## config.mk

```make
export PLATFORM = sky130hd
export DESIGN_NAME = fcs_device_flat
export DESIGN_NICKNAME = d
export VERILOG_FILES = /design/src/hw/fcs_pkg.sv /design/src/hw/fcs_if.sv /design/src/hw/fcs_device.sv /design/src/hw/fcs_op_timer.sv /design/src/flat_wrapper.sv
export SDC_FILE = /design/constraint.sdc
export NUM_CORES = 2
export LEC_CHECK = 0
export ABC_CLOCK_PERIOD_IN_PS = 4300
export BUFFER_PORTS_ARGS = -buffer_cell sky130_fd_sc_hd__buf_2
export CORE_ASPECT_RATIO = 0.8
export CORE_MARGIN = 2
export CORE_UTILIZATION = 40
export CTS_CLUSTER_SIZE = 8
export DETAILED_ROUTE_END_ITERATION = 7
export PLACE_DENSITY = 0.54
export SYNTH_ARGS = -nofsm -noshare
export SYNTH_HDL_FRONTEND = slang
export SYNTH_SLANG_ARGS = --single-unit
```

## constraint.sdc

```tcl
create_clock -name clk -period 4.3 [get_ports clk]
set_input_delay 0.43 -clock clk [delete_from_list [all_inputs] [get_ports clk]]
set_output_delay 0.43 -clock clk [all_outputs]
set_load 0.005 [all_outputs]
```

## src/hw/fcs_pkg.sv

```systemverilog
// Package of shared constants and types for the flash command sequencer.
package fcs_pkg;

  // ------------------------------------------------------------------------
  // Command codes
  // ------------------------------------------------------------------------
  localparam logic [7:0] CMD_READ_ARRAY   = 8'hFF;
  localparam logic [7:0] CMD_CLEAR_STATUS = 8'h50;
  localparam logic [7:0] CMD_PROGRAM      = 8'h40;
  localparam logic [7:0] CMD_BLOCK_ERASE  = 8'h20;
  localparam logic [7:0] CMD_LOCK_PROGRAM = 8'h77;
  localparam logic [7:0] CMD_LOCK_READ    = 8'h71;
  localparam logic [7:0] CMD_BLANK_CHECK  = 8'h25;
  localparam logic [7:0] CMD_CONFIRM      = 8'hD0;

  // ------------------------------------------------------------------------
  // Address map and register layout
  // ------------------------------------------------------------------------
  localparam int         ADDR_W              = 20;
  localparam logic [19:0] REFRESH_OFFSET     = 20'h001AD;
  localparam logic [7:0]  REFRESH_RESET      = 8'h00;
  localparam int          REFRESH_FIELD_W    = 6;
  localparam logic [19:0] BLOCK1_START       = 20'h0F000;
  localparam logic [19:0] BLOCK2_START       = 20'h0E000;
  localparam logic [19:0] BLOCK_SIZE         = 20'h01000;
  localparam logic [19:0] DATA_A_START       = 20'h03000;
  localparam logic [19:0] DATA_B_START       = 20'h03400;
  localparam logic [19:0] DATA_BLOCK_SIZE    = 20'h00400;

  // Status register bit positions.
  localparam int STAT_READY_BIT   = 7;
  localparam int STAT_ERASE_BIT   = 5;
  localparam int STAT_PROGRAM_BIT = 4;
  localparam int STAT_LOCK_BIT    = 2;
  localparam logic [7:0] STATUS_RESET = 8'h80;
  localparam logic [7:0] ERASED_BYTE  = 8'hFF;

  // ------------------------------------------------------------------------
  // Timing
  // ------------------------------------------------------------------------
  localparam int CLK_MHZ          = 250;
  localparam int PROGRAM_TIME_NS  = 400;
  localparam int PROGRAM_CYCLES   = (PROGRAM_TIME_NS * CLK_MHZ) / 1000;
  localparam int OP_CYCLES        = 16;

  // ------------------------------------------------------------------------
  // Sequencer states
  // ------------------------------------------------------------------------
  typedef enum logic [2:0] {
    ST_READ_ARRAY = 3'b000,
    ST_WAIT_DATA  = 3'b001,
    ST_WAIT_CONF  = 3'b010,
    ST_BUSY       = 3'b011,
    ST_SUSPENDED  = 3'b100
  } fcs_state_type;

endpackage

```

## src/hw/fcs_if.sv

```systemverilog
// Interface joining the CPU-side command master to the flash sequencer.
`timescale 1ns/1ps
interface fcs_if;
  logic        wrStrobe;
  logic        rdStrobe;
  logic [19:0] addr;
  logic [7:0]  wrData;
  logic [7:0]  rdData;
  logic        rdValid;
  logic        readyIrq;

  modport device (
    input  wrStrobe,
    input  rdStrobe,
    input  addr,
    input  wrData,
    output rdData,
    output rdValid,
    output readyIrq
  );

  modport host (
    output wrStrobe,
    output rdStrobe,
    output addr,
    output wrData,
    input  rdData,
    input  rdValid,
    input  readyIrq
  );
endinterface

```

## src/hw/fcs_device.sv

```systemverilog
// Flash command sequencer: decodes CPU command writes and runs the operations.
`timescale 1ns/1ps
module fcs_device #(
  parameter int PROG_CYCLES = fcs_pkg::PROGRAM_CYCLES
) (
  input  wire logic clk,
  input  wire logic rst_b,
  fcs_if.device     bus,
  input  wire logic dataBlockAProtect,
  input  wire logic dataBlockBProtect,
  input  wire logic readyIrqEnable,
  input  wire logic suspendEnable,
  input  wire logic suspendRequest,
  input  wire logic lowCurrentReadEnable,
  output logic [7:0] flashStatus,
  output logic       busy,
  output logic       refreshActive
);
  fcs_pkg::fcs_state_type stateReg;
  logic [19:0] targetReg;
  logic [7:0]  firstCodeReg;
  logic [7:0]  dataReg;
  logic [7:0]  memReg [0:255];
  logic [1:0]  lockReg;
  logic [7:0]  refreshReg;
  logic [7:0]  statusReg;
  logic        opStart;
  logic        opDone;
  logic        isProgramOp;
  logic        progOk;
  logic        isRefreshAddr;

  // ------------------------------------------------------------------------
  // Address decoding helpers
  // ------------------------------------------------------------------------
  function automatic logic inRange(input logic [19:0] a, input logic [19:0] base,
                                   input logic [19:0] size);
    inRange = (a >= base) && (a < base + size);
  endfunction

  // Returns 0 for block 1, 1 for block 2; used to index lock bits.
  function automatic logic lockIndex(input logic [19:0] a);
    lockIndex = inRange(a, fcs_pkg::BLOCK2_START, fcs_pkg::BLOCK_SIZE);
  endfunction

  function automatic logic isRomBlock(input logic [19:0] a);
    isRomBlock = inRange(a, fcs_pkg::BLOCK1_START, fcs_pkg::BLOCK_SIZE)
              || inRange(a, fcs_pkg::BLOCK2_START, fcs_pkg::BLOCK_SIZE);
  endfunction

  function automatic logic isDataBlock(input logic [19:0] a);
    isDataBlock = inRange(a, fcs_pkg::DATA_A_START, fcs_pkg::DATA_BLOCK_SIZE)
               || inRange(a, fcs_pkg::DATA_B_START, fcs_pkg::DATA_BLOCK_SIZE);
  endfunction

  function automatic logic isBlockStart(input logic [19:0] a);
    isBlockStart = (a == fcs_pkg::BLOCK1_START) || (a == fcs_pkg::BLOCK2_START);
  endfunction

  // Refusal check for a program target.
  function automatic logic programRefused(input logic [19:0] a, input logic [1:0] lk,
                                          input logic pa, input logic pb);
    programRefused =
      (isRomBlock(a) && lk[lockIndex(a)])
      || (pa && inRange(a, fcs_pkg::DATA_A_START, fcs_pkg::DATA_BLOCK_SIZE))
      || (pb && inRange(a, fcs_pkg::DATA_B_START, fcs_pkg::DATA_BLOCK_SIZE));
  endfunction

  assign isRefreshAddr = (bus.addr == fcs_pkg::REFRESH_OFFSET);
  // A program fails when it would turn a cleared bit back into a one.
  assign progOk = !((dataReg & ~memReg[targetReg[7:0]]) != 8'h00);

  // ------------------------------------------------------------------------
  // Command sequencer
  // ------------------------------------------------------------------------
  // Writes to the refresh register address never count as flash commands.
  always_ff @(posedge clk)
  begin
    if (!rst_b)
    begin
      stateReg     <= fcs_pkg::ST_READ_ARRAY;
      targetReg    <= 20'h00000;
      firstCodeReg <= 8'h00;
      dataReg      <= 8'h00;
      opStart      <= 1'b0;
      isProgramOp  <= 1'b0;
    end
    else
    begin
      opStart <= 1'b0;
      unique case (stateReg)
        fcs_pkg::ST_READ_ARRAY:
        begin
          if (bus.wrStrobe && !isRefreshAddr)
          begin
            firstCodeReg <= bus.wrData;
            targetReg    <= bus.addr;
            unique case (bus.wrData)
              fcs_pkg::CMD_PROGRAM: stateReg <= fcs_pkg::ST_WAIT_DATA;
              fcs_pkg::CMD_BLOCK_ERASE, fcs_pkg::CMD_BLANK_CHECK,
              fcs_pkg::CMD_LOCK_PROGRAM, fcs_pkg::CMD_LOCK_READ:
                stateReg <= fcs_pkg::ST_WAIT_CONF;
              default: stateReg <= fcs_pkg::ST_READ_ARRAY;
            endcase
          end
        end
        fcs_pkg::ST_WAIT_DATA:
        begin
          if (bus.wrStrobe && !isRefreshAddr)
          begin
            dataReg   <= bus.wrData;
            targetReg <= bus.addr;
            if (programRefused(bus.addr, lockReg, dataBlockAProtect, dataBlockBProtect))
            begin
              stateReg <= fcs_pkg::ST_READ_ARRAY;
            end
            else
            begin
              stateReg    <= fcs_pkg::ST_BUSY;
              isProgramOp <= 1'b1;
              opStart     <= 1'b1;
            end
          end
        end
        fcs_pkg::ST_WAIT_CONF:
        begin
          if (bus.wrStrobe && !isRefreshAddr)
          begin
            targetReg <= bus.addr;
            if (bus.wrData == fcs_pkg::CMD_READ_ARRAY)
            begin
              stateReg <= fcs_pkg::ST_READ_ARRAY;
            end
            else if (bus.wrData == fcs_pkg::CMD_CONFIRM &&
                     !(isDataBlock(bus.addr) &&
                       (firstCodeReg == fcs_pkg::CMD_LOCK_PROGRAM ||
                        firstCodeReg == fcs_pkg::CMD_LOCK_READ)))
            begin
              stateReg    <= fcs_pkg::ST_BUSY;
              isProgramOp <= 1'b0;
              opStart     <= 1'b1;
            end
            else
            begin
              stateReg <= fcs_pkg::ST_READ_ARRAY;
            end
          end
        end
        fcs_pkg::ST_BUSY:
        begin
          if (opDone)
          begin
            stateReg <= fcs_pkg::ST_READ_ARRAY;
          end
          else if (isProgramOp && suspendEnable && suspendRequest)
          begin
            stateReg <= fcs_pkg::ST_SUSPENDED;
          end
        end
        fcs_pkg::ST_SUSPENDED:
        begin
          if (!suspendRequest)
          begin
            stateReg <= fcs_pkg::ST_BUSY;
          end
        end
        default: stateReg <= fcs_pkg::ST_READ_ARRAY;
      endcase
    end
  end

  fcs_op_timer #(
    .CYCLES (PROG_CYCLES)
  ) u_timer (
    .clk   (clk),
    .rst_b (rst_b),
    .start (opStart),
    .hold  (stateReg == fcs_pkg::ST_SUSPENDED),
    .done  (opDone)
  );

  // ------------------------------------------------------------------------
  // Array contents and lock bits
  // ------------------------------------------------------------------------
  // Only the low address byte indexes this model array, keeping it small.
  // Reset starts it erased, so the first program has defined contents to check.
  always_ff @(posedge clk)
  begin
    if (!rst_b)
    begin
      for (int i = 0; i < 256; i++)
      begin
        memReg[i] <= fcs_pkg::ERASED_BYTE;
      end
    end
    else if (opDone && isProgramOp)
    begin
      memReg[targetReg[7:0]] <= memReg[targetReg[7:0]] & dataReg;
    end
    else if (opDone && firstCodeReg == fcs_pkg::CMD_BLOCK_ERASE)
    begin
      memReg[targetReg[7:0]] <= fcs_pkg::ERASED_BYTE;
    end
  end

  always_ff @(posedge clk)
  begin
    if (!rst_b)
    begin
      lockReg <= 2'b00;
    end
    else if (opDone && !isProgramOp && firstCodeReg == fcs_pkg::CMD_LOCK_PROGRAM
             && isBlockStart(targetReg))
    begin
      lockReg[lockIndex(targetReg)] <= 1'b1;
    end
  end

  // ------------------------------------------------------------------------
  // Status register
  // ------------------------------------------------------------------------
  // Completion wins over a clear in the same cycle so no result is lost.
  always_ff @(posedge clk)
  begin
    if (!rst_b)
    begin
      statusReg <= fcs_pkg::STATUS_RESET;
    end
    else
    begin
      if (stateReg == fcs_pkg::ST_READ_ARRAY && bus.wrStrobe && !isRefreshAddr
          && bus.wrData == fcs_pkg::CMD_CLEAR_STATUS)
      begin
        statusReg[fcs_pkg::STAT_PROGRAM_BIT] <= 1'b0;
        statusReg[fcs_pkg::STAT_ERASE_BIT]   <= 1'b0;
      end
      // A resume is busy again, so it clears ready just like a fresh start.
      if (opStart || (stateReg == fcs_pkg::ST_SUSPENDED && !suspendRequest))
      begin
        statusReg[fcs_pkg::STAT_READY_BIT] <= 1'b0;
      end
      else if (opDone || stateReg == fcs_pkg::ST_SUSPENDED)
      begin
        statusReg[fcs_pkg::STAT_READY_BIT] <= 1'b1;
      end
      if (opDone && isProgramOp && !progOk)
      begin
        statusReg[fcs_pkg::STAT_PROGRAM_BIT] <= 1'b1;
      end
      if (opDone && !isProgramOp && firstCodeReg == fcs_pkg::CMD_LOCK_READ)
      begin
        statusReg[fcs_pkg::STAT_LOCK_BIT] <= !lockReg[lockIndex(targetReg)];
      end
    end
  end

  // ------------------------------------------------------------------------
  // Refresh interval register and read path
  // ------------------------------------------------------------------------
  always_ff @(posedge clk)
  begin
    if (!rst_b)
    begin
      refreshReg <= fcs_pkg::REFRESH_RESET;
    end
    else if (bus.wrStrobe && isRefreshAddr)
    begin
      refreshReg <= {2'b00, bus.wrData[fcs_pkg::REFRESH_FIELD_W-1:0]};
    end
  end

  // Reads return the refresh register at its address, else the array in read mode and status while busy or pending.
  always_ff @(posedge clk)
  begin
    if (!rst_b)
    begin
      bus.rdData    <= 8'h00;
      bus.rdValid   <= 1'b0;
      bus.readyIrq  <= 1'b0;
      flashStatus   <= fcs_pkg::STATUS_RESET;
      busy          <= 1'b0;
      refreshActive <= 1'b0;
    end
    else
    begin
      bus.rdValid <= bus.rdStrobe;
      if (isRefreshAddr)
      begin
        bus.rdData <= refreshReg;
      end
      else if (stateReg == fcs_pkg::ST_READ_ARRAY)
      begin
        bus.rdData <= memReg[bus.addr[7:0]];
      end
      else
      begin
        bus.rdData <= statusReg;
      end
      bus.readyIrq <= readyIrqEnable &&
                      ((opDone && isProgramOp)
                       || (stateReg == fcs_pkg::ST_BUSY && isProgramOp
                           && suspendEnable && suspendRequest && !opDone));
      flashStatus   <= statusReg;
      busy          <= (stateReg == fcs_pkg::ST_BUSY);
      refreshActive <= lowCurrentReadEnable && (refreshReg != 8'h00);
    end
  end
endmodule // fcs_device

```

## src/hw/fcs_op_timer.sv

```systemverilog
// Down counter that times one flash operation and reports its end.
`timescale 1ns/1ps
module fcs_op_timer #(
  parameter int CYCLES = 100
) (
  input  wire logic clk,
  input  wire logic rst_b,
  input  wire logic start,
  input  wire logic hold,
  output logic      done
);
  logic [15:0] countReg;

  // ------------------------------------------------------------------------
  // Counter
  // ------------------------------------------------------------------------
  // Hold freezes the count so a suspended operation resumes where it was.
  always_ff @(posedge clk)
  begin
    if (!rst_b)
    begin
      countReg <= 16'h0000;
      done     <= 1'b0;
    end
    else
    begin
      done <= 1'b0;
      if (start)
      begin
        countReg <= 16'(CYCLES);
      end
      else if (countReg != 16'h0000 && !hold)
      begin
        countReg <= countReg - 16'h0001;
        done     <= (countReg == 16'h0001);
      end
    end
  end
endmodule // fcs_op_timer

```

## src/flat_wrapper.sv

```systemverilog
// flat-port wrapper written by rule: the top's interface ports become plain ports
module fcs_device_flat 
#(
  parameter int PROG_CYCLES = fcs_pkg::PROGRAM_CYCLES
)
  (clk, rst_b, dataBlockAProtect, dataBlockBProtect, readyIrqEnable, suspendEnable, suspendRequest, lowCurrentReadEnable, flashStatus, busy, refreshActive, bus_wrStrobe, bus_rdStrobe, bus_addr, bus_wrData, bus_rdData, bus_rdValid, bus_readyIrq);
  fcs_if bus_i ();
  input  wire logic clk;
  input  wire logic rst_b;
  input  wire logic dataBlockAProtect;
  input  wire logic dataBlockBProtect;
  input  wire logic readyIrqEnable;
  input  wire logic suspendEnable;
  input  wire logic suspendRequest;
  input  wire logic lowCurrentReadEnable;
  output logic [7:0] flashStatus;
  output logic busy;
  output logic refreshActive;
  input wire logic [$bits(bus_i.wrStrobe)-1:0] bus_wrStrobe;
  input wire logic [$bits(bus_i.rdStrobe)-1:0] bus_rdStrobe;
  input wire logic [$bits(bus_i.addr)-1:0] bus_addr;
  input wire logic [$bits(bus_i.wrData)-1:0] bus_wrData;
  output wire logic [$bits(bus_i.rdData)-1:0] bus_rdData;
  output wire logic [$bits(bus_i.rdValid)-1:0] bus_rdValid;
  output wire logic [$bits(bus_i.readyIrq)-1:0] bus_readyIrq;
  assign bus_i.wrStrobe = bus_wrStrobe;
  assign bus_i.rdStrobe = bus_rdStrobe;
  assign bus_i.addr = bus_addr;
  assign bus_i.wrData = bus_wrData;
  assign bus_rdData = bus_i.rdData;
  assign bus_rdValid = bus_i.rdValid;
  assign bus_readyIrq = bus_i.readyIrq;
  fcs_device #(.PROG_CYCLES(PROG_CYCLES)) u_core (.clk(clk), .rst_b(rst_b), .bus(bus_i), .dataBlockAProtect(dataBlockAProtect), .dataBlockBProtect(dataBlockBProtect), .readyIrqEnable(readyIrqEnable), .suspendEnable(suspendEnable), .suspendRequest(suspendRequest), .lowCurrentReadEnable(lowCurrentReadEnable), .flashStatus(flashStatus), .busy(busy), .refreshActive(refreshActive));
endmodule
```

Word-level counts from Yosys, hierarchy flattened
Memory sizes are Yosys's and may differ from the RTL's. A register that Yosys moved wholly into a read port is not among the register bits.
Index checks and enable logic that the tools add are counted.
Widths: inputs -> output; s select.
{"block": "classes", "add_sub_neg": 1, "n_lt_le_gt_ge": 13, "n_eq_ne": 27, "n_mux": 51, "n_bitwise": 8, "n_reduce_logical": 69}
{"cell": "$ge 20x16->1 const B", "n": 3}
{"cell": "$eq 8x7->1 const B", "n": 6}
{"cell": "$mux 8", "n": 6}
{"cell": "$eq 20x16->1 const B", "n": 2}
{"cell": "$ge 20x14->1 const B", "n": 2}
{"cell": "$lt 20x14->1 const B", "n": 2}
{"cell": "$lt 20x16->1 const B", "n": 2}
{"cell": "$logic_and 1x1->1", "n": 33}
{"cell": "$mux 1", "n": 28}
{"cell": "$eq 8x6->1 const B", "n": 3}
{"cell": "$mux 3", "n": 7}
{"cell": "$eq 20x9->1 const B", "n": 1}
{"cell": "$lt 20x17->1 const B", "n": 1}
{"cell": "$and 8x8->8", "n": 2}
{"cell": "$eq 16x1->1 const B", "n": 1}
{"cell": "$eq 8x8->1 const B", "n": 2}
{"cell": "$reduce_bool 16->1", "n": 1}
{"cell": "$reduce_bool 8->1", "n": 2}
{"cell": "$sub 16x1->16 const B", "n": 1}
{"cell": "$pmux 3 s5", "n": 1}
{"cell": "$mux 7", "n": 2}
{"cell": "$logic_or 1x1->1", "n": 9}
{"cell": "$reduce_or 3->1", "n": 3}
{"cell": "$ne 2x1->1 const B", "n": 4}
{"cell": "other kinds (25)", "n": 45}
{"block": "word_totals", "reg_bits": 84, "ram_bits": 2048, "inputBits": 38, "output_inout_bits": 20, "n_memories": 1}
{"memory": "u_core.memReg", "depth": 256, "width": 8, "read_ports": 2, "rd_clocked_by_memory_dff": 1, "write_ports": 256, "line": "fcs_device.sv:23", "rtl": "logic [7:0] memReg [0:255];"}

Depth between registers and ports, before layout
{"block": "depth", "ltp_word": 10, "ltp_mapped": 17, "mapped_depth_nobuf": 9}

By module
A second synthesis with hierarchy kept.
{"block": "hier_totals", "cells_unflattened": 7650, "area_unflattened_um2": 110400.9}
{"module": "fcs_device", "n_inst": 1, "cells_each": 7540, "area_per_inst_um2": 109468.7, "seq_area_each_um2": 63000.4}
{"module": "fcs_op_timer", "n_inst": 1, "cells_each": 110, "area_per_inst_um2": 932.1, "seq_area_each_um2": 340.3}

Least setup slack after synthesis
No wires, ideal clock.
{"block": "synth_path", "path_type": "input to register", "startpoint": "input bus_addr[0]", "endpoint": "register u_core.bus.rdData[0]", "setup_time_ns": 0.122, "arrival_ns": 3.417, "path_slack_ns": 0.761, "cell_stages": 9, "n_path_buf": 3, "cell_sequence": "buf_2 clkbuf_1 buf_1 mux4_2 mux4_2 mux4_2 mux4_2 nand2_1 a21boi_0"}
{"block": "synth_between", "elab_chain_cells": 3, "word_cells_on_any_way": 4, "classes_between": "1 x eq/ne; 2 x mux; 1 x memory"}
{"item": "start: declaration", "line": "flat_wrapper.sv:21", "rtl": "input wire logic [$bits(bus_i.addr)-1:0] bus_addr;"}
{"item": "$mem_v2 256x8"}
{"item": "$mux 8", "line": "fcs_device.sv:291", "rtl": "else if (stateReg == fcs_pkg::ST_READ_ARRAY)"}
{"item": "$mux 6 *", "line": "fcs_device.sv:287", "rtl": "if (isRefreshAddr)"}
{"item": "end signal: assignment", "line": "fcs_device.sv:289", "rtl": "bus.rdData <= refreshReg;"}
{"item": "end signal: assignment", "line": "fcs_device.sv:293", "rtl": "bus.rdData <= memReg[bus.addr[7:0]];"}
{"item": "end signal: assignment", "line": "fcs_device.sv:297", "rtl": "bus.rdData <= statusReg;"}
{"item": "end: declaration", "line": "fcs_if.sv:17", "rtl": "output rdData,"}
Mark *: on every way between the ends. The rest lies on a longest branch, timed or not.
A chain may end at the register's enable or synchronous reset.

==> results_dict.tcl <==
set metrics [dict create \
    rows 172 \
    skew_ns 0.0728 \
    p_total_uw 49400 \
    synth_edf_count 2048 \
    core_area_um2 274000 \
    path_class "reg -> reg" \
    syn_inst 7633 \
    dp_cells 11600 \
    drtAntennaViolNets 0 \
    routedWlPerCell_um 36.0 \
    cp.required_ns 5.00 \
    die_h_um 473 \
    synth.most_common_cell "nand2_1" \
    irDropWorstVdd_mv 0.308 \
    yosys.area.top_type_share_pct 55.8 \
    worst_pin_slew_ns 1.25 \
    wl_mm 434 \
    cpLargestDelayFamily "buffers and inverters" \
    boundaryPins 58 \
    setup_violations 8 \
    post-route-period-util_pct 100 \
    grt_max_degree 151 \
    gr-total-overflow 0 \
    clock_latency_ns 0.90 \
    async_flop_share_pct 0 \
    p_leak_uw 0.0333 \
    finalNonFillerCells 12100 \
    syn-cell-area_um2 110000 \
    yosysTopAreaCell "edfxtp_1" \
    status "finished, violations left" \
    ys_seq_area_share_pct 57.5 \
    htreeDepth 5 \
    viasPerCell 6.45 \
    slowest_delay_ns 0.63 \
    whs_ns 0.0627 \
    slew_viol_final 0 \
    path_buf_inv 9 \
    finalCriticalPeriod_ns 4.31 \
    crit_fanout 80 \
    remaining_drc_errors 0 \
    cp-start-kind "flop" \
    violations "setup timing" \
    min_path_type "in -> reg" \
    maxCapViolCount 0 \
    final_util_pct 47.6 \
    pre_cts_ws_ns -0.622 \
    synth_top_flop_cell "edfxtp_1" \
    synth.top_cells.by_count "nand2_1 (2201), edfxtp_1 (2048), mux4_2 (1164)" \
    place_congestion 0.987 \
    initial_core_util_pct 40.2 \
    relSlewSlack_pct 16.7 \
    cp_cell_sequence "buf_12 > buf_16 > buf_4 > buf_4 > nor2b_1 > buf_4 > a221oi_1 > o22ai_2 > o21ai_0 > buf_4 > o41ai_2 > buf_4 > nor2_1 > a21oi_4 > buf_12 > buf_12 > nand2_1" \
    crit_slowest_cell "a221oi_1" \
    grt_pass1_wl_mm 595 \
    areaGrowthSynthToFinish_pct 18.6 \
    final_hold_viol_count 0 \
    cts.sinks 2140 \
    drive_above_1_share_pct 31.7 \
    cts_tree "done" \
    synth_cell_types 72 \
    synth_seq_cells 2140 \
    register_area_um2 63400 \
    cts_buffers 309 \
    postSynthAreaPerCell_um2 14.4 \
    fin_ws_ns -0.0113 \
    nFillCells 23700 \
    synth_area_leaders "edfxtp_1 (56%), mux4_2 (24%), nand2_1 (7.5%)" \
    nets 8362 \
    initialDrtViolationCount 12700 \
    io_buffers 52 \
    cts.clk_slew.worst_paths_ns 0.05 \
    crit_top_cell "buf_4" \
    timing.fmax_mhz 232 \
    cts.path.max_buffers 4 \
    num_vias 77700 \
    p_per_area_nw_per_um2 378 \
    multi_input_area_um2 43500 \
    antenna_found_initial 28 \
    die_area_um2 280000 \
    chipWidth_um 591 \
    grt_util_all_layers_pct 30.3 \
    critPathCaptureType "flop" \
    dp_hpwl_mm 303 \
    arrival_ns 5.01 \
    root_buffer "clkbuf_16" \
    grt_pass1_vias 74500 \
    dr.pass1.iters 6 \
    yosysWarnings 0 \
]
kinds of logic (layout without fill, tap and decap cells):
kind of cell	count (synthesis)	in the layout	share of synthesized area, %
compound gates	602	602	3.41
other cells	1	14	0.00340
mux	1327	1327	25.3
buf+inv	728	1487	3.40
simple gates	2818	2818	10.2
xor+xnor	15	15	0.119
flops	2140	2140	57.5
fa+ha+maj	2	2	0.0227
through the flow:
step / setup TNS (ns) / cell area [um2]
after floorplan: 0 / 110000
after global placement: -180.70 / 121000
after detailed placement: -209.58 / 121000
after CTS: -0.775 / 129000
after global routing: -0.0237 / 131000
final: -0.0424 / 131000
report_power, final:
part	leakage, uW	internal [uW]	switching [uW]
sequential	0.0146	22900	116
clock	0.00404	13100	9080
combinational	0.0146	1550	2690
tightest hold or removal path: stages:
cell	delay [ns]
buf_2	0.24
nand2_1	0.10
a21boi_0	0.10
area by class of cell:
class                      count  area share (%)
sequential                  2140            48.5
antenna                        9          0.0172
timing repair buffer        1086            8.30
clock inverter                13          0.0987
multi-input combinational   4769            33.3
clock buffer                 372            6.24
tap                         3654            3.50
inverter                      16          0.0469
registers in the layout, indices dropped and copies added, names as in the netlist, 6 cells and up, named ones only:
register / cells
u_core.dataReg: 8
u_core.u_timer.countReg: 16
u_core.refreshReg: 6
u_core.bus.rdData: 8
u_core.memReg: 2048
u_core.targetReg: 20
u_core.firstCodeReg: 8
final timing paths:
kind	cells past startpoint	from	endpoint	slack [ns]
min	3	bus_addr[6]	flop	0.06
min reg2reg	2	u_core.targetReg[19]$_SDFFE_PN0P_	u_core.targetReg[19]$_SDFFE_PN0P_	0.47
max	17	flop	u_core.memReg[120][3]$_SDFFCE_PN1P_	-0.01
max reg2reg	17	flop	u_core.memReg[120][3]$_SDFFCE_PN1P_	-0.01
cell usage in the layout (no fill, tap or decap), types with 56 or more instances in the layout:
cell type | netlist | final
nand2_1 | 2201 | 2200
edfxtp_1 | 2048 | 2048
mux4_2 | 1164 | 1164
buf_4 | 137 | 800
nor2_1 | 345 | 337
clkbuf_16 | 0 | 335
o21ai_0 | 280 | 279
buf_12 | 0 | 141
mux2i_1 | 143 | 138
dfxtp_1 | 92 | 86
nor2b_1 | 64 | 60
a22oi_1 | 57 | 56
metal layers:
layer	part of all wire [%]	up-vias	track usage [%]
met2	43	5758	43.3
met3	15	842	10.6
met1	39	40400	42.7
met4	4.2	18	11.0
met5	0.069	-	0.466
li1	-	30700	-
repair_timing:
action / CTS / global route
resized for setup: 19 / 76
pin swaps: 3 / 11
hold buffers: 25 / 0
endpoints found under the hold margin: 39 / 0
setup endpoints to repair: 924 / 1432
buffers inserted: 5 / 35
cloned: 1 / 20
Note: power is estimated with default switching activity, not from simulation.
